===== config.mk =====
export PLATFORM = sky130hd
export DESIGN_NAME = pmou_unit
export DESIGN_NICKNAME = d
export VERILOG_FILES = /design/src/design/pmou_pkg.sv /design/src/design/pmou_unit.sv
export SDC_FILE = /design/constraint.sdc
export NUM_CORES = 2
export LEC_CHECK = 0
export BUFFER_PORTS_ARGS = -buffer_cell sky130_fd_sc_hd__buf_2
export CORE_ASPECT_RATIO = 0.8
export CORE_MARGIN = 2
export CORE_UTILIZATION = 68
export DETAILED_ROUTE_END_ITERATION = 10
export PLACE_DENSITY = 0.95
export SLEW_MARGIN = 20
export SYNTH_ARGS = -nofsm -noshare
export SYNTH_HDL_FRONTEND = slang
export SYNTH_SLANG_ARGS = --single-unit

===== constraint.sdc =====
create_clock -name pclk -period 4.12 [get_ports pclk]
set_input_delay 1.236 -clock pclk [delete_from_list [all_inputs] [get_ports pclk]]
set_output_delay 1.236 -clock pclk [all_outputs]
set_load 0.03 [all_outputs]

===== src/design/pmou_pkg.sv =====
// constants, register map and carrier types of the packed multiply/or unit
//------------------------------------------------------------------------
// Contract
// - opcode 0F F5 decodes as multiply-add
// - signed lane products summed pairwise into dwords
// - all-0x8000 pair wraps to 0x80000000, no saturation
// - opcode 0F E5 decodes as multiply-high
// - multiply-high keeps product bits 31..16
// - opcode 0F D5 decodes as multiply-low
// - multiply-low keeps product bits 15..0
// - opcode 0F EB decodes as packed or
// - bit is zero only when both bits zero
// - destination register, source register or memory
// - bad segment address: protection or stack fault
// - page fault with code; alignment fault at level 3
// - task-switched bit gives device unavailable fault
// - pending float error gives float error fault
// - real mode operand past 0FFFFH gives interrupt 13
//------------------------------------------------------------------------
package pmou_pkg;

  // apb register byte offsets
  localparam logic [11:0] CTRL_OFS = 12'h000;
  localparam logic [11:0] STAT_OFS = 12'h004;
  localparam logic [11:0] MASK_OFS = 12'h008;
  localparam logic [11:0] FAULT_OFS = 12'h00c;
  localparam logic [11:0] RESLO_OFS = 12'h010;
  localparam logic [11:0] RESHI_OFS = 12'h014;

  // control register fields
  localparam int CTRL_PROT_BIT = 0;
  localparam int CTRL_EMU_BIT = 1;
  localparam int CTRL_TS_BIT = 2;
  localparam int CTRL_FPE_BIT = 3;
  localparam int CTRL_CPL_LSB = 4;
  localparam logic [5:0] CTRL_RESET = 6'h00;

  // status / mask fields
  localparam int STAT_DONE_BIT = 0;
  localparam int STAT_FAULT_BIT = 1;
  localparam logic [1:0] STAT_RESET = 2'h0;
  localparam logic [1:0] MASK_RESET = 2'h0;

  // opcode bytes
  localparam logic [7:0] ESC_BYTE = 8'h0f;
  localparam logic [7:0] OPC_MADD = 8'hf5;
  localparam logic [7:0] OPC_MULH = 8'he5;
  localparam logic [7:0] OPC_MULL = 8'hd5;
  localparam logic [7:0] OPC_OR = 8'heb;
  localparam logic [1:0] MOD_REG = 2'h3;

  // fault vectors
  localparam logic [7:0] VEC_UD = 8'h06;
  localparam logic [7:0] VEC_NM = 8'h07;
  localparam logic [7:0] VEC_SS = 8'h0c;
  localparam logic [7:0] VEC_GP = 8'h0d;
  localparam logic [7:0] VEC_PF = 8'h0e;
  localparam logic [7:0] VEC_MF = 8'h10;
  localparam logic [7:0] VEC_AC = 8'h11;

  localparam logic [1:0] CPL_USER = 2'h3;
  localparam logic [32:0] REAL_LIMIT = 33'h0_0000_ffff;
  localparam logic [32:0] OPND_LAST = 33'h0_0000_0007;

  typedef enum logic [2:0] {
    OP_MADD, OP_MULH, OP_MULL, OP_OR, OP_BAD
  } pmou_op_t;

  // one instruction from the decoder and memory fetch path
  typedef struct packed {
    logic [7:0] escape;
    logic [7:0] opcode;
    logic [7:0] modrm;
    logic [63:0] dst_val;
    logic [63:0] src_val;
    logic [63:0] mem_val;
    logic [31:0] ea;
    logic seg_bad;
    logic stack_seg;
    logic page_bad;
    logic [31:0] page_code;
    logic misaligned;
  } pmou_req_t;

  typedef struct packed {
    logic [2:0] idx;
    logic [63:0] data;
  } pmou_wb_t;

  typedef struct packed {
    logic [7:0] vector;
    logic has_code;
    logic [31:0] code;
  } pmou_fault_t;

endpackage


===== src/design/pmou_unit.sv =====
// packed multiply/or execution unit with apb control and status
//
// The address map and the APB interface to the registers were decided locally.
`timescale 1ns/10ps
module pmou_unit
  import pmou_pkg::*;
(
  input wire logic pclk,
  input wire logic presetn,
  input wire logic psel,
  input wire logic penable,
  input wire logic pwrite,
  input wire logic [11:0] paddr,
  input wire logic [31:0] pwdata,
  output logic [31:0] prdata,
  output logic pready,
  output logic pslverr,
  input wire logic req_valid,
  input wire pmou_req_t req,
  output logic req_ready,
  output logic wb_valid,
  output pmou_wb_t wb,
  output logic fault_valid,
  output pmou_fault_t fault,
  output logic flags_we,
  output logic irq
);

  //----------------------------------------------------------------------
  // arithmetic helpers
  //----------------------------------------------------------------------
  // signed 16x16 product, used by every multiply lane
  function automatic logic [31:0] mul16s(input logic [15:0] a,
                                         input logic [15:0] b);
    logic signed [31:0] p;
    p = $signed(a) * $signed(b);
    return p;
  endfunction

  // full execution of one operation on two 64-bit operands
  function automatic logic [63:0] exec(input pmou_op_t op,
                                       input logic [63:0] d,
                                       input logic [63:0] s);
    logic [63:0] r;
    logic [31:0] p [4];
    r = 64'h0;
    for (int i = 0; i < 4; i++) begin
      p[i] = mul16s(d[16*i +: 16], s[16*i +: 16]);
    end
    unique case (op)
      OP_MADD: begin
        // natural 32-bit wrap: all-0x8000 pair gives 0x80000000
        r[31:0] = p[0] + p[1];
        r[63:32] = p[2] + p[3];
      end
      OP_MULH: begin
        for (int i = 0; i < 4; i++) begin
          r[16*i +: 16] = p[i][31:16];
        end
      end
      OP_MULL: begin
        // low half is sign-agnostic, so signed products serve
        for (int i = 0; i < 4; i++) begin
          r[16*i +: 16] = p[i][15:0];
        end
      end
      OP_OR: r = d | s;
      OP_BAD: r = 64'h0;
    endcase
    return r;
  endfunction

  //----------------------------------------------------------------------
  // apb register file
  //----------------------------------------------------------------------
  logic [5:0] ctrl_reg;
  logic [1:0] stat_reg;
  logic [1:0] stat_next;
  logic [1:0] mask_reg;
  logic [31:0] prdata_reg;
  logic [31:0] rdata;
  logic addr_ok;
  logic apb_setup;
  logic apb_access;
  logic [1:0] stat_set;
  pmou_fault_t fault_reg;
  pmou_wb_t wb_reg;
  logic wb_valid_reg;
  logic fault_valid_reg;

  assign apb_setup = psel & ~penable;
  assign apb_access = psel & penable;
  // zero wait states: every access completes in its first access cycle
  assign pready = 1'b1;
  assign pslverr = apb_access & ~addr_ok;
  assign prdata = prdata_reg;

  // read mux and address decode
  always_comb begin
    addr_ok = 1'b1;
    rdata = 32'h0;
    unique case (paddr)
      CTRL_OFS: rdata = {26'h0, ctrl_reg};
      STAT_OFS: rdata = {30'h0, stat_reg};
      MASK_OFS: rdata = {30'h0, mask_reg};
      FAULT_OFS: rdata = {23'h0, fault_reg.has_code, fault_reg.vector};
      RESLO_OFS: rdata = wb_reg.data[31:0];
      RESHI_OFS: rdata = wb_reg.data[63:32];
      default: addr_ok = 1'b0;
    endcase
  end

  // read data latched in setup so it is a flop output in access
  always_ff @(posedge pclk or negedge presetn) begin
    if (!presetn) begin
      prdata_reg <= 32'h0;
    end else if (apb_setup && !pwrite) begin
      prdata_reg <= rdata;
    end
  end

  // control and mask writes
  always_ff @(posedge pclk or negedge presetn) begin
    if (!presetn) begin
      ctrl_reg <= CTRL_RESET;
      mask_reg <= MASK_RESET;
    end else if (apb_access && pwrite) begin
      if (paddr == CTRL_OFS) begin
        ctrl_reg <= pwdata[5:0];
      end
      if (paddr == MASK_OFS) begin
        mask_reg <= pwdata[1:0];
      end
    end
  end

  // sticky status, cleared by a read; a same-cycle event still lands
  always_comb begin
    stat_next = stat_reg;
    if (apb_access && !pwrite && paddr == STAT_OFS) begin
      stat_next = 2'h0;
    end
    stat_next = stat_next | stat_set;
  end

  always_ff @(posedge pclk or negedge presetn) begin
    if (!presetn) begin
      stat_reg <= STAT_RESET;
    end else begin
      stat_reg <= stat_next;
    end
  end

  assign irq = |(stat_reg & mask_reg);

  //----------------------------------------------------------------------
  // decode and fault checks
  //----------------------------------------------------------------------
  pmou_op_t op;
  logic from_mem;
  logic prot;
  logic [1:0] cpl;
  logic [32:0] ea_end;
  logic [63:0] src;
  logic flt;
  pmou_fault_t flt_info;

  assign prot = ctrl_reg[CTRL_PROT_BIT];
  assign cpl = ctrl_reg[CTRL_CPL_LSB +: 2];
  // register source when mod selects a register, else memory
  assign from_mem = req.modrm[7:6] != MOD_REG;
  assign src = from_mem ? req.mem_val : req.src_val;
  assign ea_end = {1'b0, req.ea} + OPND_LAST;

  // opcode decode behind the escape byte
  always_comb begin
    op = OP_BAD;
    if (req.escape == ESC_BYTE) begin
      unique case (req.opcode)
        OPC_MADD: op = OP_MADD;
        OPC_MULH: op = OP_MULH;
        OPC_MULL: op = OP_MULL;
        OPC_OR: op = OP_OR;
        default: op = OP_BAD;
      endcase
    end
  end

  // fault priority: opcode/state checks first, then memory checks
  always_comb begin
    flt = 1'b1;
    flt_info = '{vector: VEC_UD, has_code: 1'b0, code: 32'h0};
    if (op == OP_BAD || ctrl_reg[CTRL_EMU_BIT]) begin
      flt_info.vector = VEC_UD;
    end else if (ctrl_reg[CTRL_TS_BIT]) begin
      flt_info.vector = VEC_NM;
    end else if (ctrl_reg[CTRL_FPE_BIT]) begin
      flt_info.vector = VEC_MF;
    end else if (from_mem && !prot && ea_end > REAL_LIMIT) begin
      flt_info.vector = VEC_GP;
    end else if (from_mem && prot && req.seg_bad) begin
      flt_info.has_code = 1'b1;
      flt_info.vector = req.stack_seg ? VEC_SS : VEC_GP;
    end else if (from_mem && prot && req.page_bad) begin
      flt_info.has_code = 1'b1;
      flt_info.vector = VEC_PF;
      flt_info.code = req.page_code;
    end else if (from_mem && prot && req.misaligned && cpl == CPL_USER) begin
      flt_info.has_code = 1'b1;
      flt_info.vector = VEC_AC;
    end else begin
      flt = 1'b0;
    end
  end

  //----------------------------------------------------------------------
  // result and fault outputs, one cycle after the request
  //----------------------------------------------------------------------
  // the unit is fully pipelined, so it never refuses a request
  assign req_ready = 1'b1;

  always_ff @(posedge pclk or negedge presetn) begin
    if (!presetn) begin
      wb_valid_reg <= 1'b0;
      fault_valid_reg <= 1'b0;
    end else begin
      wb_valid_reg <= req_valid & ~flt;
      fault_valid_reg <= req_valid & flt;
    end
  end

  // result kept after a fault so software still sees the last good one
  always_ff @(posedge pclk or negedge presetn) begin
    if (!presetn) begin
      wb_reg <= '0;
    end else if (req_valid && !flt) begin
      wb_reg.idx <= req.modrm[5:3];
      wb_reg.data <= exec(op, req.dst_val, src);
    end
  end

  always_ff @(posedge pclk or negedge presetn) begin
    if (!presetn) begin
      fault_reg <= '0;
    end else if (req_valid && flt) begin
      fault_reg <= flt_info;
    end
  end

  assign stat_set[STAT_DONE_BIT] = wb_valid_reg;
  assign stat_set[STAT_FAULT_BIT] = fault_valid_reg;
  assign wb_valid = wb_valid_reg;
  assign wb = wb_reg;
  assign fault_valid = fault_valid_reg;
  assign fault = fault_reg;
  // these instructions never touch the flags register
  assign flags_we = 1'b0;
endmodule


==> results of run 1 <==
## through the flow
step / hold slack, ns / instance area [µm²] / setup WS [ns] / instances / setup TNS (ns)
floorplan: 0.4733 / 52320 / -4.865 / 5791 / -238.27
global placement: 0.4448 / 62600 / -5.385 / 8036 / -287.96
detailed placement: 0.4649 / 62600 / -6.185 / 8036 / -317.95
CTS: 0.4747 / 65530 / -5.367 / 8155 / -279.20
## cells by family after synthesis
kind of cell             count (synthesis)  synth area share (%)
AO/OA/AOI/OAI                          748                 9.805
XOR/XNOR                               204                 3.500
adder cells (fa/ha/maj)               1442                 50.40
buffers and inverters                 1449                 10.68
flip-flops                             149                 7.249
multiplexers                            85                 1.815
other                                    2               0.01460
AND/OR/NAND/NOR                       1708                 16.54
## cell usage after synthesis (11+ instances only)
library cell and number:
nor3_1 89, or2_2 33, a222oi_1 15, o21ai_0 102
or3_1 13, a22o_1 33, and2_1 377, and3_1 21
o21ai_1 33, nand3_1 46, fa_1 1050, a22oi_1 30
a31oi_1 21, inv_1 1227, xnor2_1 164, mux2_2 64
clkbuf_1 197, nor2b_1 161, a211oi_1 15, nand2_1 618
o32ai_1 16, ha_1 391, o21a_1 24, mux2i_1 19
o21bai_1 34, xor2_1 39, a21o_1 79, a221oi_1 22
nand4_1 14, o211ai_1 15, nor2_1 236, a21oi_1 216
o22ai_1 11, nand2b_1 44, dfrtp_1 149, nor3b_1 11
## metal layers
layer | global-route usage (%) | GRT overflow
met4 | 99.81 | 840
met5 | 79.85 | 28
met1 | 91.74 | 309
met2 | 106.5 | 1766
met3 | 90.53 | 292
## timing repair
action,4_1_cts
setup endpoints to repair,64
pin swaps,158
setup buffers,84
gates cloned,5
gates resized for setup,329
==> impl_results.md, run 1 <==
- Status: aborted with a tool error
- Failed at: 5_1_grt
- Stop err: [ERROR GRT-0116] Global routing finished with congestion. Check the congestion regions in the DRC Viewer.
- Share of the synthesized area in the top cell type: 40.86%
- Synthesized netlist cell count: 5,787
- Ports: 481
- Seq/Total Area, Yosys: 7.249%
- Top_reg_cell synth: dfrtp_1
- Number of synthesized flops with an enable pin: 0
- Root Buffer: clkbuf_16
- Synth Cell Area: 51,440 µm²
- DP HPWL: 180.8 mm
- Placer Congestion: 1.155
- Ranking of synthesized cells by area: fa_1 (41%), ha_1 (9.5%), inv_1 (9.0%)
- Distinct cell type count after synthesis: 97
- Remaining Overflow, GRT: 3,235
- # hold bufs at CTS: 0
- Avg Cell Area, Syn: 8.889 µm²
- Chip height: 250 µm
- Clk sinks: 149
- YS warnings: 0
- Pin count of the biggest net entering global routing: 83
- Htree depth: 4
- TritonCTS buffer count: 17
- Asr flop ratio synth: 100.0%
- Max Root-Sink Buffers: 2
- Gr usage total: 96.47%
- Area leader, netlist: fa_1
- Seq cells post-synth: 149
- Rows: 90
- Port Buffers: 445
- Die width: 311.5 µm
- First-pass GRT wire length: 553.1 mm
- Initial core utilization: 68.48%
- Vias in the first global route: 77,764
==> inputs of run 2 (changes only) <==
- CORE_ASPECT_RATIO: 0.8 -> default
- CORE_UTILIZATION: 68 -> 40
- PLACE_DENSITY: 0.95 -> default
- PLACE_DENSITY_LB_ADDON: default -> 0.15
==> impl_results.md, run 2 <==
- Status: finished, violations left
- Failing checks: setup timing
- Period utilisation layout: 220.4%
- Reg clk slew, reported paths: 0.07 ns
- Max Root-Sink Buffers: 2 (unchanged)
- Most frequent cell after synthesis: inv_1
- TritonCTS buffer count: 17 (unchanged)
- MaxCap Viol Count: 0
- Tightest Hold Check Type: reg2reg
- Critical Path Fanout Max: 11
- Final setup viols: 64
- Seq/Total Area, Yosys: 7.249% (unchanged)
- Clk sinks: 149 (unchanged)
- Avg Cell Area, Syn: 8.889 µm² (unchanged)
- YS warnings: 0 (unchanged)
- Residual DRC: 0
- Non-Filler Instances: 8,968
- Clock Latency Late Sink: 0.45 ns
- Multi-input logic area: 45,300 µm²
- Crit path capture type: register
- Crit-path max cell delay: 0.59 ns
- Vias in the first global route: 47,803
- RSZ-0062 raised after global routing: yes
- Asr flop ratio synth: 100.0% (unchanged)
- Total negative slack: -261.83 ns
- Ranking of synthesized cells by area: fa_1 (41%), ha_1 (9.5%), inv_1 (9.0%)
- CP Launch Type: input port
- Worst EP required: 4.44 ns
- Top_reg_cell synth: dfrtp_1
- Top Family by Delay on Critical Path: adder cells
- Die width: 362.6 µm (+16%)
- Dpl cells: 8,810 (+9.6%)
- Nets: 9,065
- Max reg flops: 67
- Area leader, netlist: fa_1
- ANT nets after route: 0
- Gr usage total: 28.21%
- Fin crit period: 9.079 ns
- Total core area: 127,500 µm²
- DIE AREA: 131,500 µm²
- Avg WL per Cell: 20.71 µm
- Initial core utilization: 40.34% (-28 points)
- Htree depth: 4 (unchanged)
- Critical-path top delay cell: fa_1
- Pin count of the biggest net entering global routing: 72
- Hold Fails Final Rpt: 0
- Worst clock skew: 0.01379 ns
- Initial DRC Count: 2,797
- Vias: 45,791
- Tightest Pin Transition: 0.9360 ns
- Critical Path AT: 9.40 ns
- Root Buffer: clkbuf_16
- Vias/cell: 5.106
- Distinct cell type count after synthesis: 97 (unchanged)
- Peak Freq: 110.1 MHz
- Seq cells post-synth: 149 (unchanged)
- CP Buf/Inv Count: 14
- Port Buffers: 445 (unchanged)
- # hold bufs at CTS: 0 (unchanged)
- Most frequent cells in the layout: inv_1 (1,196), buf_4 (1,130), fa_1 (1,022)
- Reg area: 3729 µm²
- Max-slew headroom: 37.15%
- Placer Congestion: 0.9861 (-15%)
- Layout area overhead: 33.76%
- Most frequent cells after synthesis: inv_1 (1,227), fa_1 (1,050), nand2_1 (618), ha_1 (391), and2_1 (377)
- DP HPWL: 160.8 mm (-11%)
- Most frequent cell on the critical path: buf_4
- Layout cell share with drive strength beyond 1: 31.59%
- Initial antenna violation count: 5
- Synth Cell Area: 51,440 µm² (unchanged)
- Number of synthesized flops with an enable pin: 0 (unchanged)
- Most common cell after layout, fill and taps aside: inv_1
- Fill count: 11,921
- First-pass detailed-route iteration total: 6
- CTS tree: yes
- Ports: 481 (unchanged)
- Chip height: 362.6 µm (+45%)
- Synthesized netlist cell count: 5,787 (unchanged)
- Share of the synthesized area in the top cell type: 40.86% (unchanged)
- Fin. max-slew vios: 0
- First-pass GRT wire length: 284.9 mm
- Setup ws final: -4.959 ns
- Crit Path Class: in2reg
- Rows: 131 (+46%)
- Final wirelength: 185.8 mm
- Remaining Overflow, GRT: 0
run 2: cell counts after synthesis:
Identical to the previous run, type by type.
run 2: final timing paths:
kind / from / endpoint / slack, ns / cells after the start
worst min register to register: wb[64] / wb[64] / 0.47 / 2
max in group asynchronous: presetn / fault[29] / 2.55 / 2
min in group asynchronous: presetn / fault[15] / 0.73 / 1
worst max register to register: ctrl_reg[1] / wb[2] / 1.88 / 7
worst min-delay path: wb[64] / wb[64] / 0.47 / 2
worst max-delay path: req[266] / wb[29] / -4.96 / 37
run 2: kinds of logic (layout without fill, tap and decap cells):
| kind of cell | after synthesis | after routing | synth area share [%] |
|---|---|---|---|
| muxes | 85 | 89 | 1.815 |
| DFF | 149 | 149 | 7.249 |
| AOI/OAI and AO/OA | 748 | 748 | 9.805 |
| xor gates and xnor gates | 204 | 204 | 3.500 |
| adders and majority gates | 1442 | 1442 | 50.40 |
| and+or+nand+nor | 1708 | 1708 | 16.54 |
| other | 2 | 9 | 0.01460 |
| buffers and inverters | 1449 | 2957 | 10.68 |
run 2: layout make-up:
type                       instances  share of cell area [%]
sequential                       149                   5.419
timing repair buffer            1697                   18.14
clock inverter                    15                  0.2473
multi-input combinational       4197                   65.84
antenna                            3                 0.01091
inverter                        1228                   6.707
clock buffer                      17                  0.6183
tap                             1662                   3.022
run 2: what timing repair did:
action	4_1_cts	5_1_grt
endpoints found under the setup margin	64	64
hold endpoints to repair	0	0
setup buffers	71	60
gates cloned	2	5
pin swaps	154	230
gates resized for setup	316	271
run 2: per-layer routing:
metal / wire, µm / GRT usage, % / share of wire, % / vias to the layer above
met1: 80030 / 38.30 / 43 / 23225
met4: 6171 / 7.794 / 3.3 / 4
met3: 10620 / 2.781 / 5.7 / 232
li1: - / - / - / 20911
met2: 88900 / 47.98 / 48 / 1419
met5: 31 / 0 / 0.017 / -
run 2: per-stage QoR:
step	area (µm²)	setup slack (ns)	utilization, %	hold WS [ns]
final	68800	-4.959	53.96	0.4711
after global routing	68800	-5.270	53.95	0.4927
after CTS	67020	-4.880	52.56	0.4765
after detailed placement	64380	-5.703	50.49	0.4599
after global placement	64380	-5.563	50.49	0.4484
after floorplan	52320	-4.865	-	0.4733
run 2: tightest hold or removal path, delay by kind of cell (launching register included):
family | cells | cell delay, ns
flops | 1 | 0.35
simple gates | 2 | 0.10
Power of run 2 is left out: the tool's default activity adds up to more than one toggle a clock period on the data nets, which glitch-free logic cannot reach.
